File: src/include/crod_pkg.sv
package crod_pkg;
   // Option byte 1 field positions
   localparam int OPT_PKG_POS     = 7;
   localparam int OPT_RSTLEN_POS  = 6;
   localparam int OPT_SRC_HI      = 5;
   localparam int OPT_SRC_LO      = 4;
   localparam int OPT_RANGE_HI    = 3;
   localparam int OPT_RANGE_LO    = 1;
   localparam int OPT_PLL_DISABLE_POS  = 0;
   // Reset values of the decoded outputs (byte at erased default)
   localparam logic [7:0] OPT1_RESET_VALUE = 8'hFF;
   // Stabilisation counts in CPU cycles
   localparam int LONG_STAB_CYCLES  = 4096;
   localparam int SHORT_STAB_CYCLES = 256;
   localparam int STAB_CNT_W        = 13;
   typedef enum logic [1:0] {
      CROD_SRC_RESONATOR = 2'h0,
      CROD_SRC_RESERVED  = 2'h1,
      CROD_SRC_INT_RC    = 2'h2,
      CROD_SRC_EXTERNAL  = 2'h3
   } crod_src_t;
   typedef enum logic [2:0] {
      CROD_RNG_1_2   = 3'h0,
      CROD_RNG_2_4   = 3'h1,
      CROD_RNG_4_8   = 3'h2,
      CROD_RNG_8_16  = 3'h3
   } crod_rng_t;
   typedef enum logic [1:0] {
      CROD_ST_RUN   = 2'h0,
      CROD_ST_STAB  = 2'h1
   } crod_state_t;
endpackage

File: src/design/crod_stab_counter.sv
`timescale 1ns/10ps
`default_nettype none
module crod_stab_counter
   import crod_pkg::*;
(
   // Clock and control
   input  wire logic                  clk,
   input  wire logic                  start,
   input  wire logic [STAB_CNT_W-1:0] loadCount,
   // Status
   output logic                       busy
);
   logic [STAB_CNT_W-1:0] cnt_reg;
   always_ff @(posedge clk) begin
      if (start) begin
         cnt_reg <= loadCount;
      end else if (cnt_reg != '0) begin
         cnt_reg <= cnt_reg - 1'h1;
      end
   end
   assign busy = (cnt_reg != '0);
endmodule
`default_nettype wire

File: src/design/crod_option_decoder.sv
// Functional notes
// Reset phase lasts 4096 cycles when length bit is 0, 256 when 1.
// Halt exit uses the same selected stabilisation count as reset.
// Programmer advised to choose 4096 cycles with a resonator.
// Clock source from two-bit field: resonator, reserved, internal RC, external.
// Resonator drive current from three-bit range field.
// External clock forces range to the 2-4 MHz setting.
// PLL times two enabled when disable bit is 0, bypassed when 1.
// Programmer must not enable PLL with internal RC oscillator.
// Programmer enables PLL only with 2-4 MHz range.
// Package selection comes from the top option bit.
// Unbonded pads are input pull-up after reset; software keeps them.
// Readout protection encoding is inverted in ROM parts against Flash.
// Option bytes have no memory address; only programming tool reaches them.
// Decoded settings latch during reset and stay stable until next reset.
`timescale 1ns/10ps
`default_nettype none
module crod_option_decoder
   import crod_pkg::*;
(
   // Clock and reset
   input  wire logic                clk,
   input  wire logic                sys_rst,
   // Option byte from non-volatile storage, no bus address
   input  wire logic [7:0]          optionByte,
   input  wire logic                romPart,
   input  wire logic                readoutProtRaw,
   // Halt mode handshake from the core
   input  wire logic                haltWake,
   // Decoded settings
   output logic                     package_select_bit,
   output logic                     reset_length_select,
   output crod_src_t                clock_source_type,
   output crod_rng_t                resonator_drive_range,
   output logic                     pll_disable,
   output logic                     pllEnable,
   output logic                     readoutProtEnable,
   output logic                     unbondedPullUp,
   // Stabilisation status
   output logic                     cpuHold
);
   ////////////////////////////////////////////////////////////////////////
   logic [7:0]            opt_reg;
   logic                  rdp_reg;
   crod_state_t           state_reg;
   crod_state_t           state_next;
   logic                  stabBusy;
   logic                  stabStart;
   logic [STAB_CNT_W-1:0] stabLoad;
   wire                   rstLenBit  = opt_reg[OPT_RSTLEN_POS];
   wire [1:0]             srcField   = opt_reg[OPT_SRC_HI:OPT_SRC_LO];
   wire [2:0]             rangeField = opt_reg[OPT_RANGE_HI:OPT_RANGE_LO];
   // Raw option fields at the pins, read by the checks against the latched values
   wire                   pkgRaw     = optionByte[OPT_PKG_POS];
   wire                   rstLenRaw  = optionByte[OPT_RSTLEN_POS];
   wire [1:0]             srcRaw     = optionByte[OPT_SRC_HI:OPT_SRC_LO];
   wire [2:0]             rangeRaw   = optionByte[OPT_RANGE_HI:OPT_RANGE_LO];
   wire                   pllOffRaw  = optionByte[OPT_PLL_DISABLE_POS];
   wire [STAB_CNT_W-1:0]  stabLen    = rstLenBit ? STAB_CNT_W'(SHORT_STAB_CYCLES)
                                     : STAB_CNT_W'(LONG_STAB_CYCLES);
   logic [STAB_CNT_W-1:0] holdCnt_reg;

   // Option byte sampled only while reset is held, so settings cannot shift later
   always_ff @(posedge clk) begin
      if (sys_rst) begin
         opt_reg <= optionByte; // see R14
         rdp_reg <= romPart ? ~readoutProtRaw : readoutProtRaw;
      end
   end

   ////////////////////////////////////////////////////////////////////////
   assign package_select_bit    = opt_reg[OPT_PKG_POS];
   assign reset_length_select   = rstLenBit;
   assign clock_source_type     = crod_src_t'(srcField);
   // External clock ignores programmed range bits
   assign resonator_drive_range = (srcField == CROD_SRC_EXTERNAL) ? CROD_RNG_2_4
                                : crod_rng_t'(rangeField); // see R05
   assign pll_disable           = opt_reg[OPT_PLL_DISABLE_POS];
   // PLL legality with RC or other ranges is the programmer's duty, not checked here
   assign pllEnable             = ~opt_reg[OPT_PLL_DISABLE_POS];
   // Flash encoding: 0 means protection enabled
   assign readoutProtEnable     = ~rdp_reg;
   assign unbondedPullUp        = 1'h1;

   ////////////////////////////////////////////////////////////////////////
   // The state register trails the counter by one edge, so the count loads one short
   assign stabLoad  = stabLen - 1'h1;
   assign stabStart = sys_rst | (state_reg == CROD_ST_RUN && haltWake);

   crod_stab_counter u_stab (
      .clk       (clk),
      .start     (stabStart),
      .loadCount (stabLoad),
      .busy      (stabBusy)
   );

   always_comb begin
      state_next = state_reg;
      unique case (state_reg)
         CROD_ST_RUN:  if (haltWake) state_next = CROD_ST_STAB;
         CROD_ST_STAB: if (!stabBusy) state_next = CROD_ST_RUN;
         // Codes 2 and 3 are never entered; fall back to a hold that ends by itself
         default:      state_next = CROD_ST_STAB;
      endcase
   end

   always_ff @(posedge clk) begin
      if (sys_rst) begin
         state_reg <= CROD_ST_STAB;
      end else begin
         state_reg <= state_next;
      end
   end

   assign cpuHold = sys_rst | (state_reg == CROD_ST_STAB);

   ////////////////////////////////////////////////////////////////////////
   // Cycles spent in the current hold, read only by the checks
   always_ff @(posedge clk) begin
      if (sys_rst || !cpuHold) begin
         holdCnt_reg <= '0;
      end else begin
         holdCnt_reg <= holdCnt_reg + 1'h1;
      end
   end

   // Hold lengths are checked on the counter, since a repetition of thousands of cycles stalls the tools
   property p_long_hold;
      @(posedge clk) disable iff (sys_rst)
      (!cpuHold && holdCnt_reg != '0 && !rstLenBit) |-> holdCnt_reg == STAB_CNT_W'(LONG_STAB_CYCLES);
   endproperty
   a_long_hold: assert property (p_long_hold) else $error("long hold wrong length"); // see R01

   property p_short_len;
      @(posedge clk) disable iff (sys_rst)
      (!cpuHold && holdCnt_reg != '0 && rstLenBit) |-> holdCnt_reg == STAB_CNT_W'(SHORT_STAB_CYCLES);
   endproperty
   a_short_len: assert property (p_short_len) else $error("short hold wrong length"); // see R01

   property p_hold_max;
      @(posedge clk) disable iff (sys_rst)
      cpuHold |-> holdCnt_reg < stabLen;
   endproperty
   a_hold_max: assert property (p_hold_max) else $error("hold overran its count"); // see R01

   // Short hold also checked edge by edge, as 255 cycles stays within a plain delay
   property p_short_release;
      @(posedge clk) disable iff (sys_rst)
      ($fell(sys_rst) && rstLenBit) |-> ##255 cpuHold ##1 !cpuHold;
   endproperty
   a_short_release: assert property (p_short_release) else $error("short hold wrong");

   property p_halt_hold;
      @(posedge clk) disable iff (sys_rst)
      (state_reg == CROD_ST_RUN && haltWake) |=> cpuHold;
   endproperty
   a_halt_hold: assert property (p_halt_hold) else $error("halt exit not held");

   // A hold starts only on reset or on an accepted halt exit
   property p_hold_rise;
      @(posedge clk) disable iff (sys_rst)
      (!cpuHold && !haltWake) |=> !cpuHold;
   endproperty
   a_hold_rise: assert property (p_hold_rise) else $error("hold without request");

   // Decoded values right after reset must match the pins at the last reset edge
   property p_ext_range;
      @(posedge clk) disable iff (sys_rst)
      ($past(sys_rst) && $past(srcRaw) == CROD_SRC_EXTERNAL) |-> resonator_drive_range == CROD_RNG_2_4;
   endproperty
   a_ext_range: assert property (p_ext_range) else $error("external range not forced");

   property p_res_range;
      @(posedge clk) disable iff (sys_rst)
      ($past(sys_rst) && $past(srcRaw) == CROD_SRC_RESONATOR) |-> resonator_drive_range == $past(rangeRaw);
   endproperty
   a_res_range: assert property (p_res_range) else $error("resonator range wrong");

   property p_src;
      @(posedge clk) disable iff (sys_rst)
      $past(sys_rst) |-> clock_source_type == $past(srcRaw);
   endproperty
   a_src: assert property (p_src) else $error("source field wrong");

   property p_pll;
      @(posedge clk) disable iff (sys_rst)
      $past(sys_rst) |-> pllEnable == !$past(pllOffRaw) && pll_disable == $past(pllOffRaw);
   endproperty
   a_pll: assert property (p_pll) else $error("pll enable wrong");

   property p_latch;
      @(posedge clk) disable iff (sys_rst)
      $past(sys_rst) |-> package_select_bit == $past(pkgRaw) && reset_length_select == $past(rstLenRaw);
   endproperty
   a_latch: assert property (p_latch) else $error("package or length bit wrong"); // see R10

   // ROM parts store the protection bit inverted
   property p_rdp;
      @(posedge clk) disable iff (sys_rst)
      $past(sys_rst) |-> readoutProtEnable == ($past(romPart) ? $past(readoutProtRaw) : !$past(readoutProtRaw));
   endproperty
   a_rdp: assert property (p_rdp) else $error("protection polarity wrong");

   property p_stable;
      @(posedge clk) disable iff (sys_rst)
      !$past(sys_rst) |-> $stable(package_select_bit) && $stable(reset_length_select)
                          && $stable(clock_source_type) && $stable(resonator_drive_range)
                          && $stable(pllEnable) && $stable(readoutProtEnable);
   endproperty
   a_stable: assert property (p_stable) else $error("settings changed"); // see R14

   // Unbonded pads never leave the pull-up; software must not touch them
   property p_pullup;
      @(posedge clk) unbondedPullUp;
   endproperty
   a_pullup: assert property (p_pullup) else $error("pads not pulled up");

   // Main scenarios
   c_long:    cover property (@(posedge clk) $fell(sys_rst) && !rstLenBit);
   c_short:   cover property (@(posedge clk) $fell(sys_rst) && rstLenBit);
   c_halt:    cover property (@(posedge clk) state_reg == CROD_ST_RUN && haltWake);
   c_ext:     cover property (@(posedge clk) srcField == CROD_SRC_EXTERNAL);
   c_refused: cover property (@(posedge clk) !sys_rst && state_reg == CROD_ST_STAB && haltWake);
endmodule
`default_nettype wire

File: config.mk
export PLATFORM = sky130hd
export DESIGN_NAME = crod_option_decoder
export DESIGN_NICKNAME = d
export VERILOG_FILES = /design/src/include/crod_pkg.sv /design/src/design/crod_stab_counter.sv /design/src/design/crod_option_decoder.sv
export SDC_FILE = /design/constraint.sdc
export NUM_CORES = 1
export LEC_CHECK = 0
export ABC_AREA = 1
export BUFFER_PORTS_ARGS = -buffer_cell sky130_fd_sc_hd__buf_4
export CELL_PAD_IN_SITES_DETAIL_PLACEMENT = 1
export CELL_PAD_IN_SITES_GLOBAL_PLACEMENT = 2
export CORE_ASPECT_RATIO = 1.5
export CORE_MARGIN = 3
export CORE_UTILIZATION = 35
export DETAILED_ROUTE_END_ITERATION = 8
export PLACE_DENSITY_LB_ADDON = 0.1
export SETUP_SLACK_MARGIN = 0.15
export SLEW_MARGIN = 25
export SYNTH_ARGS = -nofsm -noshare
export SYNTH_HDL_FRONTEND = slang
export SYNTH_SLANG_ARGS = --single-unit
File: constraint.sdc
create_clock -name clk -period 2.08 [get_ports clk]
set_input_delay 0.416 -clock clk [delete_from_list [all_inputs] [get_ports clk]]
set_output_delay 0.416 -clock clk [all_outputs]
set_load 0.02 [all_outputs]
Word level (Yosys, flattened, before mapping)
Cells that the tools add are included.
{"block": "word_totals", "word_cells": 28, "ff_bits": 24}
{"block": "op_classes", "bitwise_logic": 5, "n_addsub": 2, "reduce_logical": 5, "n_mux": 8, "eq_ne": 4}
{"cell": "$mux W13", "n": 3}
{"cell": "$sub A13 B1 Y13 const B", "n": 2}
{"cell": "$reduce_bool A13 Y1", "n": 1}
{"cell": "$mux W2", "n": 2}
{"cell": "$ne A2 B2 Y1 const B", "n": 2}
{"cell": "$pmux W2 S2", "n": 1}
{"cell": "$mux W3", "n": 1}
{"cell": "$not A1 Y1", "n": 3}
{"cell": "$eq A2 B1 Y1 const B", "n": 1}
{"cell": "$eq A2 B2 Y1 const B", "n": 1}
{"cell": "$logic_not A2 Y1", "n": 1}
{"cell": "$or A1 B1 Y1", "n": 2}
{"cell": "$reduce_and A2 Y1", "n": 1}
{"cell": "$reduce_bool A2 Y1", "n": 1}
{"cell": "$logic_and A1 B1 Y1", "n": 1}
{"cell": "$mux W1", "n": 1}

Depth between registers and ports, before layout
Gate-level depths: netlist (run 1).
{"block": "logic_depth", "ltp_word": 4, "depth_mapped": 8, "mapped_depth_nobuf": 8}

Modules after synthesis
From an unflattened synthesis (run 1), not the netlist that was laid out.
{"block": "unflattened", "cells_unflattened": 150, "hier_area_um2": 1277.5}
{"mod": "crod_stab_counter", "instances": 1, "area_per_inst_um2": 873.3, "seq_area_each_um2": 390.4, "cells_per_inst": 118}
{"mod": "crod_option_decoder", "instances": 1, "area_per_inst_um2": 404.1, "seq_area_each_um2": 290.3, "cells_per_inst": 32}

Least setup slack after synthesis (run 1)
OpenSTA, ideal clock, no wires.
{"block": "synth_path", "path_kind": "in2reg", "from": "input port sys_rst", "to": "register u_stab.cnt_reg[0], enable pin", "setup_time_ns": 0.345, "required_time_ns": 1.735, "arrival_ns": 1.098, "path_stages": 4, "slack_ns": 0.637, "path_buffers": 0, "cell_sequence": "inv_1 > nand2_4 > nor3_1 > nand2_1"}
{"block": "synth_via", "elab_chain_cells": 2}
{"item": "start: declaration", "line": "crod_option_decoder.sv:23", "text": "input wire logic sys_rst,"}
{"item": "$or A1 B1 Y1", "line": "crod_option_decoder.sv:88", "text": "assign stabStart = sys_rst | (state_reg == CROD_ST_RUN && haltWake);"}
{"item": "$reduce_bool A2 Y1 (no source line)"}
{"item": "end signal: assignment", "line": "crod_stab_counter.sv:16", "text": "cnt_reg <= loadCount;"}
{"item": "end signal: assignment", "line": "crod_stab_counter.sv:18", "text": "cnt_reg <= cnt_reg - 1'h1;"}
{"item": "end: declaration", "line": "crod_stab_counter.sv:13", "text": "logic [STAB_CNT_W-1:0] cnt_reg;"}
No other way between the ends.
A chain may end at the register's enable or synchronous reset.

Worst setup path in the final report (run 1)
{"block": "layout_path", "from": "register u_stab.cnt_reg[1]", "to": "register u_stab.cnt_reg[10] (data pin)"}
{"block": "layout_via", "elab_chain_cells": 3}
{"item": "$sub A13 B1 Y13", "line": "crod_stab_counter.sv:18"}
{"item": "$mux W13", "line": "crod_stab_counter.sv:17", "text": "end else if (cnt_reg != '0) begin"}
{"item": "$mux W13", "line": "crod_stab_counter.sv:15", "text": "if (start) begin"}
No other way between the ends. The select of a mux whose other input is x is not followed.

==> out/qor.yml, run 1 <==
logic_synthesis:
  synth-seq-area-share_pct: 62.9
  synth_area_sq_um: 1080
  synth_cell_types: 24
  postSynthAreaPerCell_sq_um: 10.5
  yosysWarnings: 0
  ys_ff_latch: 23
  syn_inst: 103
  synth_nets: 116
worst_setup_path:
  critical_path.top_delay_family: "simple AND/OR/NAND/NOR gates"
  path_cells: "nor2_2 > nand2_2 > o21ai_4 > nand3_1 > nand2_1 > nand2_1"
  crit_required_ns: 2.10
  r2r-end: "u_stab.cnt_reg[10]$_DFFE_PP_"
  path_max_fanout: 5
  crit_buf_inv: 0
  arrival_ns: 1.50
  cpMostUsedCell: "nand2_1"
  critPathCaptureType: "register"
  crit_start: "u_stab.cnt_reg[1]$_DFFE_PP_"
  cp-start-kind: "register"
  r2r_cells: 6
  r2r_slack_ns: 0.60
  timing.rr.start: "u_stab.cnt_reg[1]$_DFFE_PP_"
  cp_num_cells: 6
  slowest_delay_ns: 0.40
  critical_path_class: "reg -> reg"
  crit_slowest_cell: "edfxtp_1"
  endpoint: "u_stab.cnt_reg[10]$_DFFE_PP_"
clock_network:
  htree_levels: 1
  cts-root-buf: "clkbuf_8"
  cts_resized: 0
  cts_tree: "done"
  post-cts-setup-buffer-count: 0
  cts_buffer_depth: 2
  clkSlewWorstSetupHoldPaths_ns: 0.07
  clock_sinks: 23
  numCtsBuffers: 3
  clock_latency_ns: 0.26
  postCtsHoldBufs: 0
detailed_routing:
  vias: 762
  wl_per_cell_um: 12.4
  detail_route.iter0.violations: 9
  via_per_inst: 4.56
  ant_nets: 0
  wirelength_um: 2070
  route.detailed.drc: 0
  dr.pass1.iters: 2
cells_and_area:
  n_fill_cell: 369
  num_antenna_cells: 0
  final_nets: 142
  largest_register_ff_count: 13
  area_delta_synth_final_pct: 22.9
  stdcell_area_sq_um: 1330
  drive_above_1_share_pct: 28.1
grt:
  grt_pass1_vias: 762
  antenna_found_initial: 0
  grt_pass1_wl_um: 3310
  grt_max_degree: 15
  grt_usage_pct: 12.0
  grt_overflow: 0
sta:
  fin_skew_ns: 0.00196
  fin_crit_sh_pct: 71.2
  grt_setup_unrepaired: "no"
  hold_ws_ns: 0.328
  period_minus_slack_ns: 1.48
  setup_viol: 0
  fin_setup_tns_ns: 0
  slew_violations: 0
  max_clock_freq_ghz: 0.676
  hold_violations: 0
worst_hold_path:
  hold_path.class: "in -> reg"
floorplanning:
  placementRows: 24
  core_sq_um: 2940
  io_pins: 25
  dieHeight_um: 74.1
  die_w_um: 51.4
  initial_core_util_pct: 36.8
  dieArea_sq_um: 3810
pwr:
  switching_power_mw: 0.228
  combPwrFrac_pct: 14.1
  p_sw_share_pct: 23.5
  cellPowerDensity_nw_per_um2: 729
  total_power_mw: 0.970
  p_seq_share_pct: 58.5
  irDropWorstVdd_mv: 0.422
  p_leak_nw: 0.569
  clkPwrFrac_pct: 27.4
  intPower_mw: 0.742
job:
  maxCapViolCount: 0
place:
  dp_hpwl_um: 1660
  io_buffers: 23
  routabilityCongestion: 0.740
  post_dp_cell_area_sq_um: 1280
status:
  outcome: "complete, no violations"
## per-stage QoR
stage                     cells  utilization (%)  setup WS (ns)
after global placement      163             43.7          0.536
final                       167             45.2          0.600
after detailed placement    163             43.7          0.518
after CTS                   167             45.2          0.579
after floorplan             103                -          0.637
after global routing        167             45.2          0.521
## cell usage after synthesis (all sizes together)
library cell / instances / area, sq um
edfxtp: 22 / 661
nand3b: 1 / 7.51
conb: 1 / 3.75
nand2: 27 / 114
and2: 2 / 12.5
a22oi: 1 / 7.51
xor2: 1 / 8.76
nor2: 9 / 38.8
nor3: 1 / 5.00
o21ai: 6 / 45.0
dfxtp: 1 / 20.0
o31ai: 1 / 7.51
buf: 4 / 33.8
inv: 14 / 55.1
nand3: 11 / 55.1
a21o: 1 / 7.51
## area by class of cell
cell class | instances | area [sq um] | area share [%]
inverters | 14 | 55.1 | 4.14
flip-flops and latches | 23 | 681 | 51.2
repair buffers | 25 | 188 | 14.1
well taps | 39 | 48.8 | 3.67
clock buffers | 4 | 45.0 | 3.39
multi-input cells | 62 | 313 | 23.5
## power groups by stage
stage,sequential (mW),combinational (mW),clock (mW)
floorplan,0.578,0.0807,0
global placement,0.577,0.137,0
detailed placement,0.579,0.139,0
CTS,0.568,0.140,0.280
global route,0.573,0.153,0.302
finish,0.568,0.136,0.266
## routing by layer
metal	vias up	wire [um]	track usage (%)
met1	364	761	12.9
met5	-	0	0
met3	5	34	1.80
met2	7	1220	21.4
li1	386	-	-
met4	0	53	7.87
## worst reg2reg max path, delay by kind of cell (launching register included)
| kind | cells | cell delay (ns) |
|---|---|---|
| compound gates | 1 | 0.25 |
| simple gates | 5 | 0.59 |
| flops | 1 | 0.40 |
## cells by family after synthesis
logic type	Yosys count	share of synthesized area, %
AO/OA/AOI/OAI	9	6.24
XOR/XNOR	1	0.809
other	1	0.346
flip-flops	23	62.9
AND/OR/NAND/NOR	51	21.5
buffers and inverters	18	8.21
## layout by cell type (no fill, tap or decap)
cell type  instances
nand2_2            2
a22oi_1            1
edfxtp_1          22
and2_1             2
nand2_4            1
nor2_2             2
nand2_1           24
clkbuf_8           3
nor3_1             1
nor2_1             7
conb_1             1
nand3b_1           1
buf_4             25
o21ai_1            1
o31ai_1            1
o21ai_4            1
dfxtp_1            1
inv_1             13
nand3_1           11
inv_4              1
xor2_1             1
o21ai_0            3
o21ai_2            1
a21o_1             1
clkbuf_1           1
## how the worst min path moves through the flow
stage	startpoint	slack, ns	cells after the start	endpoint
floorplan	state_reg[0]$_SDFFE_PP1P_	0.49	2	state_reg[0]$_SDFFE_PP1P_
global placement	state_reg[0]$_SDFFE_PP1P_	0.54	2	state_reg[0]$_SDFFE_PP1P_
detailed placement	state_reg[0]$_SDFFE_PP1P_	0.54	2	state_reg[0]$_SDFFE_PP1P_
CTS	optionByte[3]	0.32	1	opt_reg[3]$_DFFE_PP_
global route	optionByte[0]	0.31	1	opt_reg[0]$_DFFE_PP_
finish	optionByte[3]	0.33	1	opt_reg[3]$_DFFE_PP_
Note: power is estimated with default switching activity, not from simulation.
==> run 2, diff against run 1 <==
Settings changed: CORE_UTILIZATION 35 to 32.
Clock period 2.08 ns to 1.4 ns, I/O delays scaled along.
==> out/qor.yml, run 2 (synthesis results as in run 1) <==
status:
  outcome: "complete, no violations"
floorplanning:
  die_w_um: 53.5  # +4.0%
  io_pins: 25  # unchanged
  initial_core_util_pct: 33.9  # -2.9 points
  dieHeight_um: 77.2  # +4.2%
  placementRows: 25  # +4.2%
  dieArea_sq_um: 4130  # +8.4%
  core_sq_um: 3190  # +8.4%
place:
  io_buffers: 23  # unchanged
  routabilityCongestion: 0.727  # -1.7%
  dp_hpwl_um: 1770  # +7.0%
  dp.cells: 167  # +2.5%
grt:
  grt_usage_pct: 12.2  # +0.26 points
  antenna_found_initial: 0  # unchanged
  grt_max_degree: 15  # unchanged
  grt_pass1_vias: 837  # +9.8%
  grt_overflow: 0  # unchanged
  grt_pass1_wl_um: 3760  # +14%
sta:
  fin_skew_ns: 0.00195  # -0.00000644 ns
  grt_setup_unrepaired: "yes"
  hold_ws_ns: 0.191  # -0.138 ns
  setup_viol: 0  # unchanged
  fin_crit_sh_pct: 99.9  # +29 points
  slew_violations: 0  # unchanged
  period_minus_slack_ns: 1.40  # -0.0817 ns
  max_clock_freq_ghz: 0.715  # +5.8%
  hold_violations: 0  # unchanged
detailed_routing:
  wl_per_cell_um: 13.2  # +6.7%
  route.detailed.drc: 0  # unchanged
  vias: 828  # +8.7%
  wirelength_um: 2370  # +14%
  ant_nets: 0  # unchanged
  detail_route.iter0.violations: 23  # +14
  dr.pass1.iters: 2  # unchanged
  via_per_inst: 4.63  # +1.4%
worst_setup_path:
  crit_buf_inv: 0  # unchanged
  slowest_delay_ns: 0.43  # +0.03 ns
  critPathCaptureType: "register"
  cpMostUsedCell: "nand2_1"
  cp-start-kind: "register"
  crit_required_ns: 1.42  # -0.68 ns
  arrival_ns: 1.41  # -0.09 ns
  path_cells: "nor2_2 > nand2_2 > o21ai_4 > nand3_2 > nand2_1 > nand2_1"
  critical_path_class: "reg -> reg"
  path_max_fanout: 5  # unchanged
  critical_path.top_delay_family: "simple AND/OR/NAND/NOR gates"
  crit_slowest_cell: "edfxtp_1"
clock_network:
  postCtsHoldBufs: 0  # unchanged
  htree_levels: 1  # unchanged
  clkSlewWorstSetupHoldPaths_ns: 0.08  # about the same
  numCtsBuffers: 3  # unchanged
  cts_buffer_depth: 2  # unchanged
  clock_sinks: 23  # unchanged
  cts-root-buf: "clkbuf_8"
  clock_latency_ns: 0.26  # about the same
  cts_tree: "done"
cells_and_area:
  drive_above_1_share_pct: 43.2  # +15 points
  instances_no_fill: 179  # +7.2%
  final_nets: 153  # +7.7%
  largest_register_ff_count: 13  # unchanged
  layout_commonest_cell: "buf_4"
  mostFrequentLayoutCells: "30 x buf_4, 22 x edfxtp_1, 20 x nand2_1"
  num_antenna_cells: 0  # unchanged
  area_delta_synth_final_pct: 37.6
worst_hold_path:
  hold_path.class: "in -> reg"
pwr:
  cellPowerDensity_nw_per_um2: 1030  # +41%
  irDropWorstVdd_mv: 0.548  # +30%
  p_leak_nw: 0.655  # +15%
job:
  maxCapViolCount: 0  # unchanged
-- run 2: what timing repair did --
item                                    4_1_cts  5_1_grt
setup buffers                                 6        2
hold endpoints to repair                      0        0
cloned                                        0        0
gates resized for setup                      15        4
pin swaps                                     6        0
endpoints found under the setup margin       24       29
-- run 2: path summary, 6_finish.rpt --
| kind | from | endpoint | slack [ns] | cells past startpoint |
|---|---|---|---|---|
| setup / recovery | u_stab.cnt_reg[1]$_DFFE_PP_ | u_stab.cnt_reg[12]$_DFFE_PP_ | 0.002 | 6 |
| hold / removal | optionByte[6] | opt_reg[6]$_DFFE_PP_ | 0.19 | 1 |
| setup reg to reg | u_stab.cnt_reg[1]$_DFFE_PP_ | u_stab.cnt_reg[12]$_DFFE_PP_ | 0.002 | 6 |
| hold reg to reg | state_reg[0]$_SDFFE_PP1P_ | state_reg[0]$_SDFFE_PP1P_ | 0.54 | 2 |
-- run 2: area by class of cell --
class / count / area, sq um
fillers: 356 / 1700
flip-flops and latches: 23 / 681
multi-input cells: 62 / 363
repair buffers: 36 / 293
inverters: 14 / 57.6
well taps: 40 / 50.0
clock buffers: 4 / 45.0
-- run 2: per-stage QoR --
stage                     area (sq um)  setup TNS [ns]  worst slack (ns)  total power, mW  util, %
after floorplan                   1090               0             0.138            0.981        -
after global placement            1320          -0.636           -0.0486             1.08     41.3
after detailed placement          1320           -1.10           -0.0790             1.09     41.3
after CTS                         1460               0           0.00600             1.53     45.8
after global routing              1490           -1.08           -0.0913             1.61     46.7
final                             1490               0           0.00165             1.54     46.7
-- run 2: worst reg2reg max path, stage by stage, from the launching register on --
cell	delay, ns
edfxtp_1	0.43
nor2_2	0.15
nand2_2	0.12
o21ai_4	0.22
nand3_2	0.11
nand2_1	0.08
nand2_1	0.05
-- run 2: layer usage --
layer	part of all wire, %	GRT usage (%)	routed length, um	vias up
met1	37	13.3	883	396
met4	0.80	4.60	19	0
li1	-	-	-	409
met2	55	21.9	1300	21
met5	0	0	0	-
met3	6.9	2.72	164	2
-- run 2: power breakdown --
| part | internal, mW | switching (mW) | total, mW |
|---|---|---|---|
| Combinational | 0.138 | 0.144 | 0.281 |
| Clock | 0.203 | 0.211 | 0.414 |
| Sequential | 0.810 | 0.0297 | 0.840 |
